--- src/verilog/scbp_pkg.sv ---
`default_nettype none
package scbp_pkg;
	// widths of the shared processor bus
	localparam int ADDR_HI = 23;
	localparam int ADDR_LO = 1;
	localparam int DATA_W = 16;
	localparam int BYTE_W = 8;
	// the bus addresses this many bytes with the lowest address bit included
	localparam int ADDR_SPACE_BYTES = 16777216;
	// strap decode
	localparam logic STRAP_NARROW = 1'b0;
	localparam logic STRAP_WIDE = 1'b1;
	// reset timing held by the outside world
	localparam int POR_HOLD_MS = 100;
	localparam int TOTAL_RST_MIN_CLKS = 10;
	// clock rate
	localparam int CLK_MHZ = 125;
	localparam int CLK_PERIOD_NS = 8;
	// width of the reset pulse driven after a core reset instruction
	localparam int INSTR_RST_CLKS = 16;
	localparam int INSTR_CNT_W = 8;
	// pin synchroniser depth
	localparam int SYNC_STAGES = 2;
	// default number of freezable peripherals
	localparam int FREEZE_UNITS = 8;
	typedef enum logic [1:0] {
		SCBP_RUN,
		SCBP_TOTAL,
		SCBP_INSTR
	} scbp_rst_state_t;
endpackage : scbp_pkg
`default_nettype wire

--- src/verilog/scbp_sys_ctrl.sv ---
//Contract
//- reset and halt both asserted start a total reset of every unit.
//- no reset path ever clears the on-chip system RAM.
//- core reset instruction drives reset pin, resets CP and most of SIB, not core.
//- external halt stops the internal bus master after its current cycle.
//- core stopped by double fault drives the halt pin.
//- bus fault driven on watchdog timeout, address conflict or write-protect violation.
//- bus width strap low gives 8-bit bus, high gives 16-bit bus.
//- core disable strap taken during total reset keeps the core inactive.
//- freeze input suspends the selected peripherals.
//- address lines 23..1 driven when core or DMA masters the bus, else inputs.
//- 16-bit accesses carry byte 0 on data lines 15..8.
//- 8-bit bus moves all data on data lines 7..0, upper byte unused.
//- internal accesses shown on pins, external accesses shown internally.
//- external master hitting a programmed range gets chip select and acknowledge.
//- one clock runs all units, is driven out, and times the bus.
`timescale 1ns/1ps
`default_nettype none
module scbp_sys_ctrl
	import scbp_pkg::*;
#(
	parameter int FREEZE_N = FREEZE_UNITS,
	parameter int INSTR_RST_LEN = INSTR_RST_CLKS
) (
	input wire logic core_clk_i,
	input wire logic rst_i,
	output logic clock_output_pin_o,
	// open-drain system control pins and freeze input active low on the wire; both straps active high
	input wire logic reset_pin_n_i,
	output logic reset_pin_n_o,
	output logic reset_pin_oe_o,
	input wire logic halt_pin_n_i,
	output logic halt_pin_n_o,
	output logic halt_pin_oe_o,
	input wire logic bus_fault_line_n_i,
	output logic bus_fault_line_n_o,
	output logic bus_fault_line_oe_o,
	input wire logic bus_width_strap_i,
	input wire logic core_disable_strap_i,
	input wire logic freeze_input_n_i,
	// internal events
	input wire logic core_reset_instr_i,
	input wire logic double_fault_i,
	input wire logic watchdog_timeout_i,
	input wire logic cs_addr_conflict_i,
	input wire logic cs_write_protect_i,
	input wire logic cs_range_hit_i,
	input wire logic bus_cycle_active_i,
	input wire logic int_master_i,
	input wire logic [FREEZE_N-1:0] freeze_select_i,
	// internal bus side
	input wire logic [ADDR_HI:ADDR_LO] int_addr_i,
	input wire logic int_a0_i,
	input wire logic int_write_i,
	input wire logic [DATA_W-1:0] int_wdata_i,
	output logic [DATA_W-1:0] int_rdata_o,
	output logic [ADDR_HI:ADDR_LO] ext_addr_seen_o,
	// address and data pins
	input wire logic [ADDR_HI:ADDR_LO] addr_pin_i,
	output logic [ADDR_HI:ADDR_LO] addr_pin_o,
	output logic addr_pin_oe_o,
	input wire logic [DATA_W-1:0] data_pin_i,
	output logic [DATA_W-1:0] data_pin_o,
	output logic [1:0] data_lane_oe_o,
	// unit resets and status
	output logic core_reset_o,
	output logic cp_reset_o,
	output logic sib_reset_o,
	output logic sib_cfg_reset_o,
	output logic core_enable_o,
	output logic wide_bus_o,
	output logic bus_stop_o,
	output logic bus_fault_o,
	output logic ext_chip_sel_o,
	output logic ext_dtack_o,
	output logic [FREEZE_N-1:0] freeze_unit_o
);

	////////////////////////////////////////////////////////////////
	// pin synchronisers
	logic [SYNC_STAGES-1:0] rst_sync_q;
	logic [SYNC_STAGES-1:0] halt_sync_q;
	logic [SYNC_STAGES-1:0] freeze_sync_q;
	logic [SYNC_STAGES-1:0] fault_sync_q;
	logic [SYNC_STAGES-1:0] width_sync_q;
	logic [SYNC_STAGES-1:0] dis_sync_q;

	always_ff @(posedge core_clk_i or posedge rst_i) begin
		if (rst_i) begin
			rst_sync_q <= '0;
			halt_sync_q <= '0;
			freeze_sync_q <= '0;
			fault_sync_q <= '0;
			width_sync_q <= '0;
			dis_sync_q <= '0;
		end else begin
			rst_sync_q <= {rst_sync_q[0], ~reset_pin_n_i};
			halt_sync_q <= {halt_sync_q[0], ~halt_pin_n_i};
			freeze_sync_q <= {freeze_sync_q[0], ~freeze_input_n_i};
			fault_sync_q <= {fault_sync_q[0], ~bus_fault_line_n_i};
			width_sync_q <= {width_sync_q[0], bus_width_strap_i};
			dis_sync_q <= {dis_sync_q[0], core_disable_strap_i};
		end
	end

	wire rst_seen = rst_sync_q[SYNC_STAGES-1];
	wire halt_seen = halt_sync_q[SYNC_STAGES-1];
	wire freeze_seen = freeze_sync_q[SYNC_STAGES-1];

	////////////////////////////////////////////////////////////////
	// reset sequencing
	scbp_rst_state_t state_q;
	scbp_rst_state_t state_d;
	logic [INSTR_CNT_W-1:0] cnt_q;
	logic [INSTR_CNT_W-1:0] cnt_d;
	logic rst_drive_q;
	logic halt_drive_q;
	logic fault_drive_q;
	logic [SYNC_STAGES-1:0] rst_echo_q;
	logic [SYNC_STAGES-1:0] halt_echo_q;
	logic width_q;
	logic core_dis_q;

	// own drive echoes back through the synchroniser for two more cycles; only a foreign drive counts
	wire ext_reset = rst_seen & ~rst_drive_q & ~(|rst_echo_q);
	wire ext_halt = halt_seen & ~halt_drive_q & ~(|halt_echo_q);
	wire total_req = ext_reset & halt_seen;
	wire instr_done = (cnt_q == INSTR_CNT_W'(INSTR_RST_LEN - 1));

	always_comb begin
		state_d = state_q;
		cnt_d = cnt_q;
		case (state_q)
			SCBP_RUN: begin
				cnt_d = '0;
				if (total_req) begin
					state_d = SCBP_TOTAL;
				end else if (core_reset_instr_i) begin
					state_d = SCBP_INSTR;
				end
			end
			SCBP_TOTAL: begin
				// holds as long as both pins stay low; the hold time is the outside world's job
				if (!total_req) begin
					state_d = SCBP_RUN;
				end
			end
			SCBP_INSTR: begin
				cnt_d = cnt_q + INSTR_CNT_W'(1);
				if (instr_done) begin
					state_d = SCBP_RUN;
				end
			end
			default: begin
				state_d = SCBP_RUN;
			end
		endcase
	end

	wire in_total = (state_q == SCBP_TOTAL);
	wire in_instr = (state_q == SCBP_INSTR);

	always_ff @(posedge core_clk_i or posedge rst_i) begin
		if (rst_i) begin
			state_q <= SCBP_RUN;
			cnt_q <= '0;
		end else begin
			state_q <= state_d;
			cnt_q <= cnt_d;
		end
	end

	// straps follow the pins only while a total reset is in progress
	always_ff @(posedge core_clk_i or posedge rst_i) begin
		if (rst_i) begin
			width_q <= STRAP_WIDE;
			core_dis_q <= 1'b0;
		end else if (in_total) begin
			width_q <= width_sync_q[SYNC_STAGES-1];
			core_dis_q <= dis_sync_q[SYNC_STAGES-1];
		end
	end

	// the system RAM has no clear input; none of these resets reaches it
	assign core_reset_o = rst_i | in_total;
	assign cp_reset_o = rst_i | in_total | in_instr;
	assign sib_reset_o = rst_i | in_total | in_instr;
	assign sib_cfg_reset_o = rst_i | in_total;
	assign core_enable_o = ~core_dis_q & ~core_reset_o;
	assign wide_bus_o = (width_q == STRAP_WIDE);

	////////////////////////////////////////////////////////////////
	// open-drain drivers, halt and bus fault
	logic stop_q;

	always_ff @(posedge core_clk_i or posedge rst_i) begin
		if (rst_i) begin
			rst_drive_q <= 1'b0;
			halt_drive_q <= 1'b0;
			fault_drive_q <= 1'b0;
			rst_echo_q <= '0;
			halt_echo_q <= '0;
			stop_q <= 1'b0;
		end else begin
			rst_drive_q <= state_d == SCBP_INSTR;
			halt_drive_q <= double_fault_i & ~in_total;
			fault_drive_q <= watchdog_timeout_i | cs_addr_conflict_i | cs_write_protect_i;
			rst_echo_q <= {rst_echo_q[0], rst_drive_q};
			halt_echo_q <= {halt_echo_q[0], halt_drive_q};
			// stop only once the running cycle has ended
			if (!ext_halt) begin
				stop_q <= 1'b0;
			end else if (!bus_cycle_active_i) begin
				stop_q <= 1'b1;
			end
		end
	end

	assign reset_pin_n_o = 1'b0;
	assign reset_pin_oe_o = rst_drive_q;
	assign halt_pin_n_o = 1'b0;
	assign halt_pin_oe_o = halt_drive_q;
	assign bus_fault_line_n_o = 1'b0;
	assign bus_fault_line_oe_o = fault_drive_q;
	assign bus_stop_o = stop_q;
	// external circuitry may pull the line too, so report the wire
	assign bus_fault_o = fault_sync_q[SYNC_STAGES-1] | fault_drive_q;

	////////////////////////////////////////////////////////////////
	// freeze
	genvar gi;
	generate
		for (gi = 0; gi < FREEZE_N; gi++) begin : g_freeze
			assign freeze_unit_o[gi] = freeze_seen & freeze_select_i[gi];
		end
	endgenerate

	////////////////////////////////////////////////////////////////
	// address and data pins
	logic [ADDR_HI:ADDR_LO] addr_out_q;
	logic [ADDR_HI:ADDR_LO] ext_addr_q;
	logic [DATA_W-1:0] dout_q;
	logic [1:0] lane_oe_q;
	logic [DATA_W-1:0] rdata_q;
	logic ext_cs_q;

	wire narrow = ~wide_bus_o;
	// narrow bus: the addressed byte always travels on the low lane
	wire [BYTE_W-1:0] narrow_byte = int_a0_i ? int_wdata_i[BYTE_W-1:0] : int_wdata_i[DATA_W-1:BYTE_W];
	wire [DATA_W-1:0] dout_d = narrow ? {{BYTE_W{1'b0}}, narrow_byte} : int_wdata_i;
	wire [BYTE_W-1:0] pin_lo = data_pin_i[BYTE_W-1:0];
	wire [DATA_W-1:0] rdata_d = narrow ? (int_a0_i ? {{BYTE_W{1'b0}}, pin_lo} : {pin_lo, {BYTE_W{1'b0}}})
		: data_pin_i;
	wire drive_data = int_master_i & int_write_i;
	wire ext_hit = ~int_master_i & cs_range_hit_i & bus_cycle_active_i;

	always_ff @(posedge core_clk_i or posedge rst_i) begin
		if (rst_i) begin
			addr_out_q <= '0;
			ext_addr_q <= '0;
			dout_q <= '0;
			lane_oe_q <= 2'h0;
			rdata_q <= '0;
			ext_cs_q <= 1'b0;
		end else begin
			addr_out_q <= int_addr_i;
			ext_addr_q <= addr_pin_i;
			dout_q <= dout_d;
			lane_oe_q <= {drive_data & ~narrow, drive_data};
			rdata_q <= rdata_d;
			ext_cs_q <= ext_hit;
		end
	end

	// pins follow bus ownership whatever the target, so internal cycles show outside
	assign addr_pin_oe_o = int_master_i;
	assign addr_pin_o = addr_out_q;
	assign ext_addr_seen_o = ext_addr_q;
	assign data_pin_o = dout_q;
	assign data_lane_oe_o = lane_oe_q;
	assign int_rdata_o = rdata_q;
	assign ext_chip_sel_o = ext_cs_q;
	assign ext_dtack_o = ext_cs_q;

	// one clock for every unit; the same net leaves the chip
	assign clock_output_pin_o = core_clk_i;

endmodule : scbp_sys_ctrl
`default_nettype wire

--- config.mk ---
export PLATFORM = sky130hd
export DESIGN_NAME = scbp_sys_ctrl
export DESIGN_NICKNAME = d
export VERILOG_FILES = /design/src/verilog/scbp_pkg.sv /design/src/verilog/scbp_sys_ctrl.sv
export SDC_FILE = /design/constraint.sdc
export NUM_CORES = 1
export LEC_CHECK = 0
export ABC_CLOCK_PERIOD_IN_PS = 5300
export BUFFER_PORTS_ARGS = -buffer_cell sky130_fd_sc_hd__buf_2
export CAP_MARGIN = 20
export CORE_ASPECT_RATIO = 2
export CORE_UTILIZATION = 30
export DETAILED_ROUTE_END_ITERATION = 10
export SYNTH_ARGS = -nofsm -noshare
export SYNTH_HDL_FRONTEND = slang
export SYNTH_SLANG_ARGS = --single-unit
--- constraint.sdc ---
create_clock -name core_clk_i -period 5.3 [get_ports core_clk_i]
set_clock_uncertainty 0.15 [all_clocks]
set_input_delay 0.53 -clock core_clk_i [delete_from_list [all_inputs] [get_ports core_clk_i]]
set_output_delay 0.53 -clock core_clk_i [all_outputs]
set_load 0.01 [all_outputs]
==> metrics <==
outcome=complete, no violations; chip width=79.6 um; Crit. End Element=output pin; WL final=9490 um; Buf/Inv on CP=3; largest family of logic cells by synthesized area=simple AND/OR/NAND/NOR gates; Netlist cell types=30; P_leak=3.07 nW; IO Count=210; Die Span Y=157 um; most common cell in the netlist=dfrtp_1; Design Area, Final=0.00598 mm^2; # port buffers=206; placed cell area=0.00476 mm^2; antenna violations before repair=1; ys async rst share=100%; fin cells=664; clock slew at reported path FFs=50 ps; net switching power=0.000552 W; largest net degree at the start of global routing=63; post-layout util=51.1%; synthesis-to-finish area growth=65.5%; post-route ant nets=0; DRT iter0 DRCs=101; Post-Synth XOR/XNOR Area=0%; clock latency on the worst-skew pair=510 ps; Post-synth top cells=dfrtp_1, and2_1, nor2b_1; GRT Util Overall=16.0%; first-pass GRT wire length=14500 um; internal power=0.00195 W; number of synthesized flops with an enable pin=0; Syn Inst Count=236; Initial Utilization=30.9%; Synth Area in Simple Gates=10.1%; via count=2807; critical path's most frequent cell=clkbuf_16; Post-Synthesis Cell Area=0.00361 mm^2; drc violations=0; post-synth top area share=77.6%; Final #Nets=611; Seq cells post-synth=113; CP top delay family=buffers and inverters; max incr delay on CP=130 ps; footprint of the multi-input gates=667 um^2; total congestion overflow=0; crit path kind=clk -> out; pins over their slew limit=0; leading area contributor after synthesis=dfrtp_1; Synth Area in Compound Gates=4.61%; Rel. slew slack=49.1%; Primary FF master, synth=dfrtp_1; placement row count=56; routed length per instance=14.3 um; RSZ-0062 raised after global routing=false; Post-CTS Setup Inserts=0; worst path cell trace=clkbuf_16 -> clkbuf_16 -> buf_2; pwr/cell area=419 mW/mm^2; vias per inst=4.23; number of global-route vias before repair=3075; # setup viols final=0; worst min-delay path class=in -> reg; fraction of layout cells with a size suffix above 1=49.0%; die area=0.0125 mm^2; register area share after synthesis=78.3%; CP arrival=3030 ps; Gate power share=9.2%; Worst VDD drop=0.000281 V; Reg area=0.00283 mm^2; adder-cell share of the synthesized area=0.346%; maxcap violations=0; placed insts=577; Clock Power Share=52.1%; CTS tree=yes; placer congestion estimate=0.764; switch share=22.0%; Slowest-stage cell, CP=clkbuf_16; Syn. warnings=0; maximum fanout along the worst path=2; Tightest Pin Transition=764 ps; DR pass1 iterations=4; startpoint types=clock port; Fin. Hold Viols=0; Avg Cell Area, Syn=15.3 um^2; post-synthesis mux area share=3.12%; Reg power frac=38.7%; total negative slack=0 ps; Core ar.=0.0117 mm^2; dominant cells by area after synthesis=dfrtp_1, mux2_2, and2_1; Required @ worst endpoint=4620 ps; FILL cells=1029; post-DP HPWL=6320 um
[worst reg2reg max path, stage by stage (launching register included)]
cell     delay (ps)
dfstp_2         770
nor2_1          140
buf_4           240
mux2_2          300
[worst paths after layout]
check | startpoint | endpoint | slack, ps | cells past startpoint
worst max-delay path | core_clk_i | clock_output_pin_o | 1590 | 3
worst min-delay path | freeze_input_n_i | freeze_sync_q[0] | 20 | 2
worst max register to register | wide_bus_o | data_pin_o[5] | 3590 | 3
worst min register to register | rst_sync_q[0] | rst_sync_q[1] | 200 | 0
max in group asynchronous | rst_i | ext_chip_sel_o | 3250 | 4
min in group asynchronous | rst_i | cnt_q[1] | 540 | 3
[metrics by stage]
| step | worst slack (ps) | hold slack [ps] | power, W |
|---|---|---|---|
| 5_1_grt | 1590 | 5.41 | 0.00262 |
| 6_report | 1590 | 19.0 | 0.00251 |
| 4_1_cts | 1590 | 1.82 | 0.00255 |
| 3_3_place_gp | 1860 | 186 | 0.00119 |
| 3_5_place_dp | 1860 | 190 | 0.00120 |
| 2_1_floorplan | 503 | 181 | 0.00110 |
[repair_timing]
action | 4_1_cts | 5_1_grt
gates resized for setup | 0 | 0
endpoints found under the hold margin | 102 | 0
hold buffers | 52 | 0
[state kept, by name, summed over array words and instances, names as in the netlist, 2 cells and up]
name and cells:
rst_echo_q 2, data_pin_o 16, dis_sync_q 2, halt_sync_q 2, addr_pin_o 23, state_q 2, cnt_q 8, data_lane_oe_o 2
halt_echo_q 2, freeze_sync_q 2, ext_addr_seen_o 23, width_sync_q 2, fault_sync_q 2, int_rdata_o 16, rst_sync_q 2
[per-layer routing]
metal  vias to the layer above  share of wire (%)  global-route usage [%]
li1                       1318                  -                       -
met1                      1348                 34                    15.5
met2                       112                 56                    27.6
met3                        29                5.3                    5.51
met4                         0                4.4                    11.7
met5                         -                  0                       0
[cell families (layout without fill, tap and decap cells)]
logic type / after synthesis / after routing
and+or+nand+nor: 62 / 62
adders and majority gates: 1 / 1
AOI/OAI and AO/OA: 25 / 25
buffers and inverters: 24 / 304
DFF: 113 / 113
muxes: 10 / 10
other: 1 / 4
[cells in the final DEF, fill, tap and decap left out, types with 2 or more instances in the layout]
cell           count
a21oi_1            5
a22o_1             8
and2_1            17
buf_2            206
buf_4              2
bufinv_16          4
clkbuf_1           2
clkbuf_16         20
clkbuf_8           2
clkinv_2           3
clkinvlp_4         2
conb_1             3
dfrtp_1          112
dlygate4sd3_1     52
inv_1              9
mux2_2            10
nand2_1            8
nand2b_1           2
nand3_1            6
nor2_1             4
nor2b_1           11
o211ai_1           3
o21ai_0            7
or3_1              4
or4_1              3
[power groups by stage]
stage | logic (W) | clock network [W] | registers [W]
after global placement | 0.000198 | 0.0000114 | 0.000981
after detailed placement | 0.000204 | 0.0000114 | 0.000983
after floorplan | 0.0000946 | 0.0000155 | 0.000989
after global routing | 0.000259 | 0.00138 | 0.000978
final | 0.000231 | 0.00131 | 0.000969
after CTS | 0.000234 | 0.00134 | 0.000969
[cell type report]
class | count | area share (%)
flip-flops and latches | 113 | 47.3
repair buffers | 259 | 26.1
multi-input cells | 101 | 11.2
clock buffers | 25 | 9.04
well taps | 145 | 3.03
clock inverters | 10 | 2.66
inverters | 10 | 0.669
diodes | 1 | 0.0418
Power figures use the tool's default switching activity.
